==> src/include/vad_pkg.sv <==
`default_nettype none

package vad_pkg;

  // ----------------------------------------------------------------
  // address layout
  // ----------------------------------------------------------------
  localparam int VAD_ADDR_MSB = 23;
  localparam int VAD_ADDR_W = 23;
  localparam int VAD_HIGH_W = 8;
  localparam int VAD_LOW_W = 7;
  localparam int VAD_HIGH_LSB = 16;
  localparam int VAD_LOW_LSB = 9;
  localparam int VAD_OFS_W = 8;

  // ----------------------------------------------------------------
  // modifier codes and enable positions
  // ----------------------------------------------------------------
  localparam int VAD_AM_W = 6;
  localparam logic [5:0] VAD_AM_STD_SUP = 6'h3d;
  localparam logic [5:0] VAD_AM_STD_USR = 6'h39;
  localparam logic [5:0] VAD_AM_SHORT_SUP = 6'h2d;
  localparam logic [5:0] VAD_AM_SHORT_USR = 6'h29;
  localparam logic [5:0] VAD_AM_UNDRIVEN = 6'h3f;
  localparam int VAD_PRI_W = 4;
  localparam int VAD_SEC_W = 2;
  localparam int VAD_PRI_STD_SUP = 0;
  localparam int VAD_PRI_STD_USR = 1;
  localparam int VAD_PRI_SHORT_SUP = 2;
  localparam int VAD_PRI_SHORT_USR = 3;
  localparam int VAD_SEC_IGNORE = 0;
  localparam int VAD_SEC_UNDRIVEN = 1;

  // ----------------------------------------------------------------
  // factory strap patterns (1 = jumper fitted)
  // ----------------------------------------------------------------
  localparam logic [7:0] VAD_DEF_HIGH_FITTED = 8'h4f;
  localparam logic [6:0] VAD_DEF_LOW_FITTED = 7'h6f;
  localparam logic [3:0] VAD_DEF_PRI_FITTED = 4'h0;
  localparam logic [1:0] VAD_DEF_SEC_FITTED = 2'h1;

  // ----------------------------------------------------------------
  // synchroniser input packing
  // ----------------------------------------------------------------
  localparam int VAD_BUS_SYNC_W = 34;
  localparam int VAD_STRAP_SYNC_W = 21;
  localparam logic [VAD_BUS_SYNC_W-1:0] VAD_BUS_IDLE = 34'h3_e000_0000;

  // ----------------------------------------------------------------
  // slave sequencer
  // ----------------------------------------------------------------
  typedef enum logic [4:0] {
    VAD_IDLE = 5'b00001,
    VAD_DEV  = 5'b00010,
    VAD_ACK  = 5'b00100,
    VAD_BERR = 5'b01000,
    VAD_DONE = 5'b10000
  } vad_state_type;

endpackage

`default_nettype wire

==> src/design/vad_pop_table.sv <==
`timescale 1ns/1ps
`default_nettype none

module vad_pop_table #(
  parameter int SLOTS = 16,
  parameter logic [SLOTS-1:0] POP_MASK = '1
) (
  input wire logic [vad_pkg::VAD_OFS_W-1:0] offset,
  output logic populated
);
  import vad_pkg::*;

  localparam int SLOT_BITS = $clog2(SLOTS);

  generate
    if (SLOTS < 2 || SLOTS > (1 << VAD_OFS_W) || (SLOTS & (SLOTS - 1)) != 0) begin : g_bad_slots
      $error("vad_pop_table: SLOTS must be a power of two from 2 to 256");
    end
  endgenerate

  // ----------------------------------------------------------------
  // one match line per slot of the window
  // ----------------------------------------------------------------
  logic [SLOTS-1:0] slot_hit;
  logic [SLOT_BITS-1:0] slot_idx;

  assign slot_idx = offset[VAD_OFS_W-1 -: SLOT_BITS];

  genvar g;
  generate
    for (g = 0; g < SLOTS; g++) begin : g_slot
      assign slot_hit[g] = POP_MASK[g] && (slot_idx == SLOT_BITS'(g));
    end
  endgenerate

  assign populated = |slot_hit;

endmodule

`default_nettype wire

==> src/design/vad_decoder.sv <==
`timescale 1ns/1ps
`default_nettype none

module vad_decoder #(
  parameter int POP_SLOTS = 16,
  parameter logic [POP_SLOTS-1:0] POP_MASK = 16'h00ff
) (
  input wire logic ref_clk,
  input wire logic sys_rst,
  input wire logic clk_en,
  // bus side pins, asynchronous to ref_clk
  input wire logic [vad_pkg::VAD_ADDR_MSB:1] vme_addr,
  input wire logic [vad_pkg::VAD_AM_W-1:0] vme_am,
  input wire logic vme_as_n,
  input wire logic vme_ds0_n,
  input wire logic vme_ds1_n,
  input wire logic vme_write_n,
  input wire logic vme_iack_n,
  output logic vme_dtack_o,
  output logic vme_dtack_oe_n,
  output logic vme_berr_o,
  output logic vme_berr_oe_n,
  // straps, 1 = jumper fitted
  input wire logic [vad_pkg::VAD_HIGH_W-1:0] base_high_strap_field,
  input wire logic [vad_pkg::VAD_LOW_W-1:0] base_low_strap_field,
  input wire logic [vad_pkg::VAD_PRI_W-1:0] modifier_enable_field_primary,
  input wire logic [vad_pkg::VAD_SEC_W-1:0] modifier_enable_field_secondary,
  // local device side, same clock
  output logic dev_req,
  output logic [vad_pkg::VAD_OFS_W-1:0] dev_offset,
  output logic dev_write,
  input wire logic dev_ack,
  // status
  output logic sel_active,
  output logic short_mode,
  output logic am_cfg_error
);
  import vad_pkg::*;

  // ----------------------------------------------------------------
  // parameter checks
  // ----------------------------------------------------------------
  // the slot index is cut from the top of the window offset, so the
  // slot count must be a power of two that the offset can address
  generate
    if (POP_SLOTS < 2 || POP_SLOTS > (1 << VAD_OFS_W)) begin : g_slots_range
      $error("vad_decoder: POP_SLOTS out of range");
    end
    if ((POP_SLOTS & (POP_SLOTS - 1)) != 0) begin : g_slots_pow2
      $error("vad_decoder: POP_SLOTS must be a power of two");
    end
  endgenerate

  // ----------------------------------------------------------------
  // input synchronisers
  // ----------------------------------------------------------------
  // every bus pin passes two flops; straps too, since a jumper may be
  // moved while powered and must not glitch the compare
  // clk_en low holds both stages, so a frozen block never sees half of
  // a bus cycle when it wakes
  logic [VAD_BUS_SYNC_W-1:0] bus_meta_r, bus_meta_nxt;
  logic [VAD_BUS_SYNC_W-1:0] bus_sync_r, bus_sync_nxt;
  logic [VAD_STRAP_SYNC_W-1:0] strap_meta_r, strap_meta_nxt;
  logic [VAD_STRAP_SYNC_W-1:0] strap_sync_r, strap_sync_nxt;

  always_comb begin
    bus_meta_nxt = bus_meta_r;
    bus_sync_nxt = bus_sync_r;
    strap_meta_nxt = strap_meta_r;
    strap_sync_nxt = strap_sync_r;
    if (clk_en) begin
      bus_meta_nxt = {vme_iack_n, vme_write_n, vme_ds1_n, vme_ds0_n,
                      vme_as_n, vme_am, vme_addr};
      bus_sync_nxt = bus_meta_r;
      strap_meta_nxt = {modifier_enable_field_secondary,
                        modifier_enable_field_primary,
                        base_low_strap_field, base_high_strap_field};
      strap_sync_nxt = strap_meta_r;
    end
  end

  always_ff @(posedge ref_clk or posedge sys_rst) begin
    if (sys_rst) begin
      bus_meta_r <= VAD_BUS_IDLE;
      bus_sync_r <= VAD_BUS_IDLE;
      strap_meta_r <= {VAD_DEF_SEC_FITTED, VAD_DEF_PRI_FITTED,
                       VAD_DEF_LOW_FITTED, VAD_DEF_HIGH_FITTED};
      strap_sync_r <= {VAD_DEF_SEC_FITTED, VAD_DEF_PRI_FITTED,
                       VAD_DEF_LOW_FITTED, VAD_DEF_HIGH_FITTED};
    end else begin
      bus_meta_r <= bus_meta_nxt;
      bus_sync_r <= bus_sync_nxt;
      strap_meta_r <= strap_meta_nxt;
      strap_sync_r <= strap_sync_nxt;
    end
  end

  // ----------------------------------------------------------------
  // unpack synchronised fields
  // ----------------------------------------------------------------
  logic [VAD_ADDR_MSB:1] s_addr;
  logic [VAD_AM_W-1:0] s_am;
  logic s_as_n;
  logic s_ds0_n;
  logic s_ds1_n;
  logic s_write_n;
  logic s_iack_n;
  logic [VAD_HIGH_W-1:0] s_high_fit;
  logic [VAD_LOW_W-1:0] s_low_fit;
  logic [VAD_PRI_W-1:0] s_pri_fit;
  logic [VAD_SEC_W-1:0] s_sec_fit;

  assign {s_iack_n, s_write_n, s_ds1_n, s_ds0_n, s_as_n, s_am, s_addr} = bus_sync_r;
  assign {s_sec_fit, s_pri_fit, s_low_fit, s_high_fit} = strap_sync_r;

  // ----------------------------------------------------------------
  // base address compare
  // ----------------------------------------------------------------
  logic [VAD_HIGH_W-1:0] exp_high;
  logic [VAD_LOW_W-1:0] exp_low;
  logic high_match;
  logic low_match;

  assign exp_high = ~s_high_fit;
  assign exp_low = ~s_low_fit;
  // high field covers A23..A16, low field A15..A9
  assign high_match = (s_addr[VAD_ADDR_MSB:VAD_HIGH_LSB] == exp_high);
  assign low_match = (s_addr[VAD_HIGH_LSB-1:VAD_LOW_LSB] == exp_low);

  // ----------------------------------------------------------------
  // modifier classification
  // ----------------------------------------------------------------
  logic am_std_ok;
  logic am_short_ok;
  logic cfg_ok;
  logic addr_hit;

  always_comb begin
    am_std_ok = 1'b0;
    am_short_ok = 1'b0;
    if (s_pri_fit[VAD_PRI_STD_SUP] && s_am == VAD_AM_STD_SUP) begin
      am_std_ok = 1'b1;
    end
    if (s_pri_fit[VAD_PRI_STD_USR] && s_am == VAD_AM_STD_USR) begin
      am_std_ok = 1'b1;
    end
    // 3f is taken as a plain standard access, never as block transfer
    if (s_sec_fit[VAD_SEC_UNDRIVEN] && s_am == VAD_AM_UNDRIVEN) begin
      am_std_ok = 1'b1;
    end
    if (s_sec_fit[VAD_SEC_IGNORE]) begin
      am_std_ok = 1'b1;
    end
    if (s_pri_fit[VAD_PRI_SHORT_SUP] && s_am == VAD_AM_SHORT_SUP) begin
      am_short_ok = 1'b1;
    end
    if (s_pri_fit[VAD_PRI_SHORT_USR] && s_am == VAD_AM_SHORT_USR) begin
      am_short_ok = 1'b1;
    end
  end

  // with no enable fitted the board stays silent rather than guessing
  assign cfg_ok = |{s_sec_fit, s_pri_fit};

  // a short code that is enabled wins over ignore-mode, so a short access
  // never depends on the high straps
  assign addr_hit = cfg_ok && low_match &&
                    (am_short_ok || (am_std_ok && high_match));

  // ----------------------------------------------------------------
  // populated slot lookup
  // ----------------------------------------------------------------
  // A0 and the byte lanes are not decoded: any byte of a populated slot
  // is claimed, so software must keep to the device's own registers
  logic slot_populated;

  vad_pop_table #(
    .SLOTS(POP_SLOTS),
    .POP_MASK(POP_MASK)
  ) u_pop (
    .offset(s_addr[VAD_LOW_LSB-1:1]),
    .populated(slot_populated)
  );

  // ----------------------------------------------------------------
  // slave sequencer
  // ----------------------------------------------------------------
  logic strobe;
  vad_state_type state_r, state_nxt;
  logic dev_req_r, dev_req_nxt;
  logic [VAD_OFS_W-1:0] dev_offset_r, dev_offset_nxt;
  logic dev_write_r, dev_write_nxt;
  logic dtack_r, dtack_nxt;
  logic berr_r, berr_nxt;
  logic short_r, short_nxt;

  // interrupt acknowledge cycles are not data transfers and never select
  assign strobe = !s_as_n && (!s_ds0_n || !s_ds1_n) && s_iack_n;

  always_comb begin
    state_nxt = state_r;
    dev_req_nxt = dev_req_r;
    dev_offset_nxt = dev_offset_r;
    dev_write_nxt = dev_write_r;
    dtack_nxt = dtack_r;
    berr_nxt = berr_r;
    short_nxt = short_r;
    if (clk_en) begin
      case (state_r)
        VAD_IDLE: begin
          if (strobe && addr_hit) begin
            // latch offset and direction so the device sees a steady request
            dev_offset_nxt = s_addr[VAD_LOW_LSB-1:1];
            dev_write_nxt = !s_write_n;
            short_nxt = am_short_ok;
            if (slot_populated) begin
              dev_req_nxt = 1'b1;
              state_nxt = VAD_DEV;
            end else begin
              berr_nxt = 1'b1;
              state_nxt = VAD_BERR;
            end
          end
        end
        VAD_DEV: begin
          // dev_ack shares ref_clk and is read without a synchroniser
          if (!strobe) begin
            // master gave up; drop the request without answering
            dev_req_nxt = 1'b0;
            state_nxt = VAD_IDLE;
          end else if (dev_ack) begin
            dev_req_nxt = 1'b0;
            dtack_nxt = 1'b1;
            state_nxt = VAD_ACK;
          end
        end
        VAD_ACK: begin
          // hold the acknowledge until the data strobes are released
          if (!strobe) begin
            dtack_nxt = 1'b0;
            state_nxt = VAD_DONE;
          end
        end
        VAD_BERR: begin
          if (!strobe) begin
            berr_nxt = 1'b0;
            state_nxt = VAD_DONE;
          end
        end
        VAD_DONE: begin
          // one idle cycle so a stale strobe sample cannot reselect
          state_nxt = VAD_IDLE;
        end
        default: begin
          dev_req_nxt = 1'b0;
          dtack_nxt = 1'b0;
          berr_nxt = 1'b0;
          state_nxt = VAD_IDLE;
        end
      endcase
    end
  end

  always_ff @(posedge ref_clk or posedge sys_rst) begin
    if (sys_rst) begin
      state_r <= VAD_IDLE;
      dev_req_r <= 1'b0;
      dev_offset_r <= '0;
      dev_write_r <= 1'b0;
      dtack_r <= 1'b0;
      berr_r <= 1'b0;
      short_r <= 1'b0;
    end else begin
      state_r <= state_nxt;
      dev_req_r <= dev_req_nxt;
      dev_offset_r <= dev_offset_nxt;
      dev_write_r <= dev_write_nxt;
      dtack_r <= dtack_nxt;
      berr_r <= berr_nxt;
      short_r <= short_nxt;
    end
  end

  // ----------------------------------------------------------------
  // outputs
  // ----------------------------------------------------------------
  // open-drain lines: the level is always low, the enable says when
  assign vme_dtack_o = 1'b0;
  assign vme_dtack_oe_n = !dtack_r;
  assign vme_berr_o = 1'b0;
  assign vme_berr_oe_n = !berr_r;
  assign dev_req = dev_req_r;
  assign dev_offset = dev_offset_r;
  assign dev_write = dev_write_r;
  // any state but idle means the board owns the current cycle
  assign sel_active = (state_r != VAD_IDLE);
  assign short_mode = short_r;
  assign am_cfg_error = !cfg_ok;

endmodule

`default_nettype wire

==> config.mk <==
export PLATFORM = sky130hd
export DESIGN_NAME = vad_decoder
export DESIGN_NICKNAME = d
export VERILOG_FILES = /design/src/include/vad_pkg.sv /design/src/design/vad_pop_table.sv /design/src/design/vad_decoder.sv
export SDC_FILE = /design/constraint.sdc
export NUM_CORES = 1
export LEC_CHECK = 0
export BUFFER_PORTS_ARGS = -buffer_cell sky130_fd_sc_hd__buf_2
export CORE_MARGIN = 2
export CORE_UTILIZATION = 45
export CTS_CLUSTER_DIAMETER = 120
export DETAILED_ROUTE_END_ITERATION = 12
export GPL_TIMING_DRIVEN = 0
export PLACE_DENSITY = 0.64
export SYNTH_ARGS = -nofsm -noshare
export SYNTH_HDL_FRONTEND = slang
export SYNTH_SLANG_ARGS = --single-unit
==> constraint.sdc <==
create_clock -name ref_clk -period 4.7 [get_ports ref_clk]
set_input_delay 0.94 -clock ref_clk [delete_from_list [all_inputs] [get_ports ref_clk]]
set_output_delay 0.94 -clock ref_clk [all_outputs]
set_load 0.03 [all_outputs]
== Yosys cells after proc, flatten, opt, wreduce, memory -nomap -nowiden ==
Cells that the tools add are included.

* Word-level logic and storage cells: 101
* Output and inout port bits: 17
* Bits in registers: 128
* Input bits: 59

* Muxes and demuxes: 24
* Bitwise gates (word level): 5
* Reductions and logical operators: 32
* Eq/ne operators: 29

{| class="wikitable"
|+ Operator list
! cell !! number
|-
| $eq 6x6->1 const B || 5
|-
| $mux 5 || 4
|-
| $eq 4x3->1 const B || 4
|-
| $ne 2x2->1 const B || 8
|-
| $mux 1 || 15
|-
| $pmux 5 s3 || 1
|-
| $reduce_and 5->1 || 3
|-
| $logic_and 1x1->1 || 11
|-
| $pmux 1 s3 || 3
|-
| $reduce_or 3->1 || 3
|-
| $eq 4x2->1 const B || 2
|-
| $eq 8x8->1 || 1
|-
| $not 8->8 || 1
|-
| $reduce_or 8->1 || 1
|-
| $eq 7x7->1 || 1
|-
| $logic_not 1->1 || 7
|-
| $not 7->7 || 1
|-
| $reduce_or 6->1 || 1
|-
| $eq 5x1->1 const B || 1
|-
| $eq 5x2->1 const B || 1
|-
| $eq 5x3->1 const B || 1
|-
| $eq 5x4->1 const B || 1
|-
| $eq 5x5->1 const B || 1
|-
| $ne 5x1->1 const B || 1
|-
| 9 further kinds || 12
|}

== Depth between registers and ports, before layout ==
* Word-level depth: 12
* Depth in mapped cells: 6
* Gate-level depth less buffers: 5

== Cells and area by module ==
Synthesis repeated with hierarchy kept, for this count alone.

* Cell total of the unflattened synthesis: 357
* Area, all modules: 5333.9 sq um

{| class="wikitable"
|+ Modules (own cells, without submodules)
! module !! times used !! seq. area each (sq um) !! area an instance (sq um) !! cells an instance
|-
| vad_decoder || 1 || 3246.9 || 5330.1 || 356
|-
| vad_pop_table || 1 || 0.0 || 3.8 || 1
|}

== Worst setup path after synthesis ==
No wires, ideal clock.

* Path type: flip-flop to output port
* Start point: reg strap_sync_r[15]
* End point: out am_cfg_error
* Data arrival time: 1582 ps
* Required time: 3760 ps
* Cell stages (with the launch flop): 3
* Path buffers: 0
* Setup slack: 2178 ps
* Cells stage by stage: dfrtp_1 or4_1 nor3_1

* Longest elaborated chain between the ends: 2

{| class="wikitable"
|+ Ends and longest elaborated chain
! element !! RTL line !! source
|-
| start: declaration || vad_decoder.sv:64 || <nowiki>logic [VAD_STRAP_SYNC_W-1:0] strap_sync_r, strap_sync_nxt;</nowiki>
|-
| start signal: assignment || vad_decoder.sv:88 || <nowiki>strap_sync_r <= {VAD_DEF_SEC_FITTED, VAD_DEF_PRI_FITTED,</nowiki>
|-
| start signal: assignment || vad_decoder.sv:94 || <nowiki>strap_sync_r <= strap_sync_nxt;</nowiki>
|-
| $reduce_or 6->1 || vad_decoder.sv:163 || <nowiki>assign cfg_ok = |{s_sec_fit, s_pri_fit};</nowiki>
|-
| $logic_not 1->1 || vad_decoder.sv:298 || <nowiki>assign am_cfg_error = !cfg_ok;</nowiki>
|-
| end: declaration || vad_decoder.sv:36 || <nowiki>output logic am_cfg_error</nowiki>
|}

No other way between the ends.

== Worst setup path in the final report ==
* Start point: reg state_r[3]
* End point: out sel_active

* Longest elaborated chain between the ends: 1

{| class="wikitable"
|+ Ends and longest elaborated chain
! element !! RTL line !! source
|-
| start: declaration || vad_decoder.sv:189 || <nowiki>vad_state_type state_r, state_nxt;</nowiki>
|-
| start signal: assignment || vad_decoder.sv:274 || <nowiki>state_r <= state_nxt;</nowiki>
|-
| $ne 5x1->1 || vad_decoder.sv:296 || <nowiki>assign sel_active = (state_r != VAD_IDLE);</nowiki>
|-
| end: declaration || vad_decoder.sv:34 || <nowiki>output logic sel_active,</nowiki>
|}

No other way between the ends.

==> run summary <==
* **met3 layer usage reported by global route** 0.06374
* **Setup Crit Path Kind** reg -> out
* **startpoint type of the worst setup path** flip-flop
* **Starting Density** 0.4654
* **clock tree from TritonCTS** done
* **transition at the pin with the smallest max-transition slack** 0.7825 ns
* **DRC violation count after routing** 4
* **number of detailed-routing iterations run before antenna repair** 8
* **number of buffer cells added on primary ports** 72
* **Clock Sink Count** 128
* **insertion delay of the later-clocked pin in the worst-skew pair** 0.41 ns
* **net switching power of the design** 0.6743 mW
* **setup tns final** 0 ns
* **total length of routed wires** 10160 µm
* **vias in the first global route** 3418
* **setup slack after placement** 1.797 ns
* **required time at the worst-slack endpoint** 3.76 ns
* **maximum VDD drop** 0.0002929 V
* **Placed Area** 5936 µm²
* **post-CTS clock slew at the launch and capture registers of the worst setup and hold paths** 0.05 ns
* **leak pwr** 2.845 nW
* **overall power after layout** 2.932 mW
* **number of enable-type register cells in the synthesized netlist** 0
* **global placement routability congestion** 0.8653
* **remaining global-route overflow** 0
* **DIE AREA** 12800 µm²
* **Total GRT Usage** 0.1743
* **synthesis-stage register bit count** 128
* **Highest Clock Rate** 343.6 MHz
* **via count** 3202
* **async set-or-reset flop fraction in the synthesized netlist** 1.000
* **result of the run** finished with violations
* **number of antenna violations at the first check in global routing** 0
* **Final Skew** 0.004488 ns
* **Chip Width** 113.1 µm
* **power density normalized to cell area** 449.1 nW/µm²
* **Post CTS Setup Buffer Count** 0
* **final net count** 522
* **# resized after CTS** 0
* **I/O pin total** 76
* **via/cell ratio** 5.173
* **Avg Cell Area, Syn** 14.49 µm²
* **Max Transition Viols Final** 0
* **total core area** 11520 µm²
* **Mapped Area** 5360 µm²
* **signed area change from the synthesized netlist to the final layout** 21.80%
* **H-tree depth reported by CTS** 4
* **hold violation total from the final report** 0
* **dominant register cell in the synthesized netlist** sky130_fd_sc_hd__dfrtp_1
* **DRC marker count from the first detailed-route iteration** 204
* **violated checks** DRC
* **# rows** 39
* **setup-violating endpoint count in the final report** 0
* **number of diodes added for antenna fixing** 0
* **post-layout minimum cycle time** 2.910 ns
* **met1 track utilization from global routing** 0.2227
* **worst setup slack after layout** 1.790 ns
* **share of power burned in combinational logic** 0.104
* **GR Util met2** 0.2715
* **cell-internal power** 2.257 mW
* **sequential cell area fraction in the yosys report** 0.6057
* **largest net degree at the start of global routing** 98
* **Relative slew margins** 0.4717
* **count of hold buffers inserted by post-cts repair** 0
* **DIE HEIGHT** 113.1 µm
* **RSZ-0062 raised after global routing** false
* **Synthesis Warnings** 0
* **highest net fanout along the worst path** 10
* **number of buffers added by the clock tree synthesis step** 17
* **root buffer cell** sky130_fd_sc_hd__clkbuf_16
* **Unique masters post-synth** 41
* **power share of the clock group** 0.442
* **fraction of layout cells with a size suffix above 1** 0.5546
* **number of maximum-capacitance violations** 0
* **worst hold slack across all endpoints** 0.4940 ns
* **busiest layer in global routing** met2
* **summed area of non-filler cells in the final layout** 6529 µm²
* **path class of the lowest-slack min-delay path** reg -> reg
* **maximum clock path buffer count** 2
* **Antenna Nets Post-Route** 0
* **Critical Path Sink Type** output port
* **first-pass GRT wire length** 16980 µm
* **post-DR wirelength/cell** 16.42 µm
* **Final HPWL DP** 6937 µm
* **proportion of total power due to net switching** 0.2300
* **post-route clock period utilization** 0.6192
* **sequential fraction of design power** 0.454
* **cell count after synthesis** 370
* **arrival time at the worst endpoint** 1.97 ns
-- power by group through the flow --
stage	clock (mW)	combinational, mW	sequential, mW
after floorplan	0	0.235	1.32
after global placement	0	0.297	1.34
after detailed placement	0	0.310	1.35
after CTS	1.33	0.312	1.33
after global routing	1.38	0.342	1.35
final	1.30	0.306	1.33
-- placed cells by master, fill, tap and decap left out, types with 2 or more instances in the layout --
| cell | synthesis | final |
|---|---|---|
| sky130_fd_sc_hd__xor2_1 | 7 | 7 |
| sky130_fd_sc_hd__o311ai_0 | 2 | 2 |
| sky130_fd_sc_hd__nor4_1 | 4 | 4 |
| sky130_fd_sc_hd__clkinv_2 | 0 | 4 |
| sky130_fd_sc_hd__nand4_1 | 4 | 4 |
| sky130_fd_sc_hd__inv_6 | 0 | 2 |
| sky130_fd_sc_hd__dfstp_2 | 35 | 35 |
| sky130_fd_sc_hd__clkbuf_8 | 0 | 4 |
| sky130_fd_sc_hd__or4_1 | 3 | 3 |
| sky130_fd_sc_hd__nor3_1 | 3 | 3 |
| sky130_fd_sc_hd__buf_4 | 2 | 2 |
| sky130_fd_sc_hd__buf_2 | 0 | 72 |
| sky130_fd_sc_hd__mux2_2 | 119 | 119 |
| sky130_fd_sc_hd__conb_1 | 1 | 2 |
| sky130_fd_sc_hd__nor2b_1 | 6 | 6 |
| sky130_fd_sc_hd__nand2_1 | 8 | 8 |
| sky130_fd_sc_hd__dfrtp_1 | 93 | 93 |
| sky130_fd_sc_hd__clkbuf_16 | 0 | 17 |
| sky130_fd_sc_hd__xnor2_1 | 9 | 9 |
| sky130_fd_sc_hd__a31oi_1 | 2 | 2 |
| sky130_fd_sc_hd__and2_1 | 3 | 3 |
| sky130_fd_sc_hd__a21oi_1 | 2 | 2 |
| sky130_fd_sc_hd__or3_1 | 2 | 2 |
| sky130_fd_sc_hd__mux2i_1 | 5 | 5 |
| sky130_fd_sc_hd__o211ai_1 | 2 | 2 |
| sky130_fd_sc_hd__o32a_1 | 2 | 2 |
| sky130_fd_sc_hd__nand2b_1 | 2 | 2 |
| sky130_fd_sc_hd__clkbuf_1 | 18 | 20 |
| sky130_fd_sc_hd__o21ai_0 | 3 | 3 |
| sky130_fd_sc_hd__bufinv_16 | 0 | 2 |
| sky130_fd_sc_hd__nor2_1 | 8 | 8 |
| sky130_fd_sc_hd__nand3_1 | 4 | 4 |
| sky130_fd_sc_hd__inv_1 | 7 | 6 |
-- critical path, cell delays in order, from the launching register on --
cell and delay (ns):
sky130_fd_sc_hd__dfrtp_1 0.37, sky130_fd_sc_hd__clkbuf_1 0.22, sky130_fd_sc_hd__nor4_1 0.55, sky130_fd_sc_hd__inv_1 0.19, sky130_fd_sc_hd__buf_2 0.22
-- Yosys cell counts (4+ instances only) --
library cell,instances,area share
sky130_fd_sc_hd__clkbuf_1,18,0.013
sky130_fd_sc_hd__dfrtp_1,93,0.43
sky130_fd_sc_hd__dfstp_2,35,0.17
sky130_fd_sc_hd__inv_1,7,0.0049
sky130_fd_sc_hd__mux2_2,119,0.25
sky130_fd_sc_hd__mux2i_1,5,0.0093
sky130_fd_sc_hd__nand2_1,8,0.0056
sky130_fd_sc_hd__nand3_1,4,0.0037
sky130_fd_sc_hd__nand4_1,4,0.0047
sky130_fd_sc_hd__nor2_1,8,0.0056
sky130_fd_sc_hd__nor2b_1,6,0.0070
sky130_fd_sc_hd__nor4_1,4,0.0047
sky130_fd_sc_hd__xnor2_1,9,0.015
sky130_fd_sc_hd__xor2_1,7,0.011
-- routing by layer --
metal	wire length, µm	vias up
li1	-	1500
met3	621	11
met5	0	-
met2	4887	80
met1	4538	1611
met4	116	0
-- flip-flops by register name (all words and copies together) (netlist names) --
signal,count
dev_req,1
state_r,5
dev_write,1
bus_sync_r,34
dev_offset,8
strap_meta_r,21
short_mode,1
strap_sync_r,21
bus_meta_r,34
berr_r,1
dtack_r,1
-- layout make-up --
cell class                 instances  area [µm²]
buffer                            20       82.58
clock buffer                      23       488.0
clock inverter                     9       105.1
fill                             985        4987
inverter                           7       31.28
multi-input combinational        216        2008
sequential                       128        3247
tap                              143       178.9
timing repair buffer              73       387.9
-- stage by stage --
step                        util  instances
after global routing      0.5669        619
after CTS                 0.5669        619
after floorplan                -        371
after detailed placement  0.5154        587
final                     0.5669        619
after global placement    0.5126        586
-- cell families (layout without fill, tap and decap cells) --
family                 after synthesis  in the layout  share of synthesized area
XOR/XNOR                            16             16                    0.02614
AND/OR/NAND/NOR                     50             50                    0.05159
flip-flops                         128            128                     0.6057
other                                1              2                  0.0006996
buffers and inverters               27            132                    0.02031
multiplexers                       124            124                     0.2593
AO/OA/AOI/OAI                       24             24                    0.03618
-- final timing paths --
path	startpoint	endpoint	slack [ns]	cells after the start
setup / recovery	state_r[3]$_DFFE_PP0P_	sel_active	1.79	4
hold / removal	berr_r$_DFFE_PP0P_	berr_r$_DFFE_PP0P_	0.49	1
setup reg to reg	strap_sync_r[6]$_DFFE_PP1P_	dev_offset[6]$_DFFE_PP0P_	2.13	5
hold reg to reg	berr_r$_DFFE_PP0P_	berr_r$_DFFE_PP0P_	0.49	1
max in group asynchronous	sys_rst	bus_meta_r[33]$_DFFE_PP1P_	3.44	3
min in group asynchronous	sys_rst	bus_meta_r[6]$_DFFE_PP0P_	0.50	2
Power figures use the tool's default switching activity.
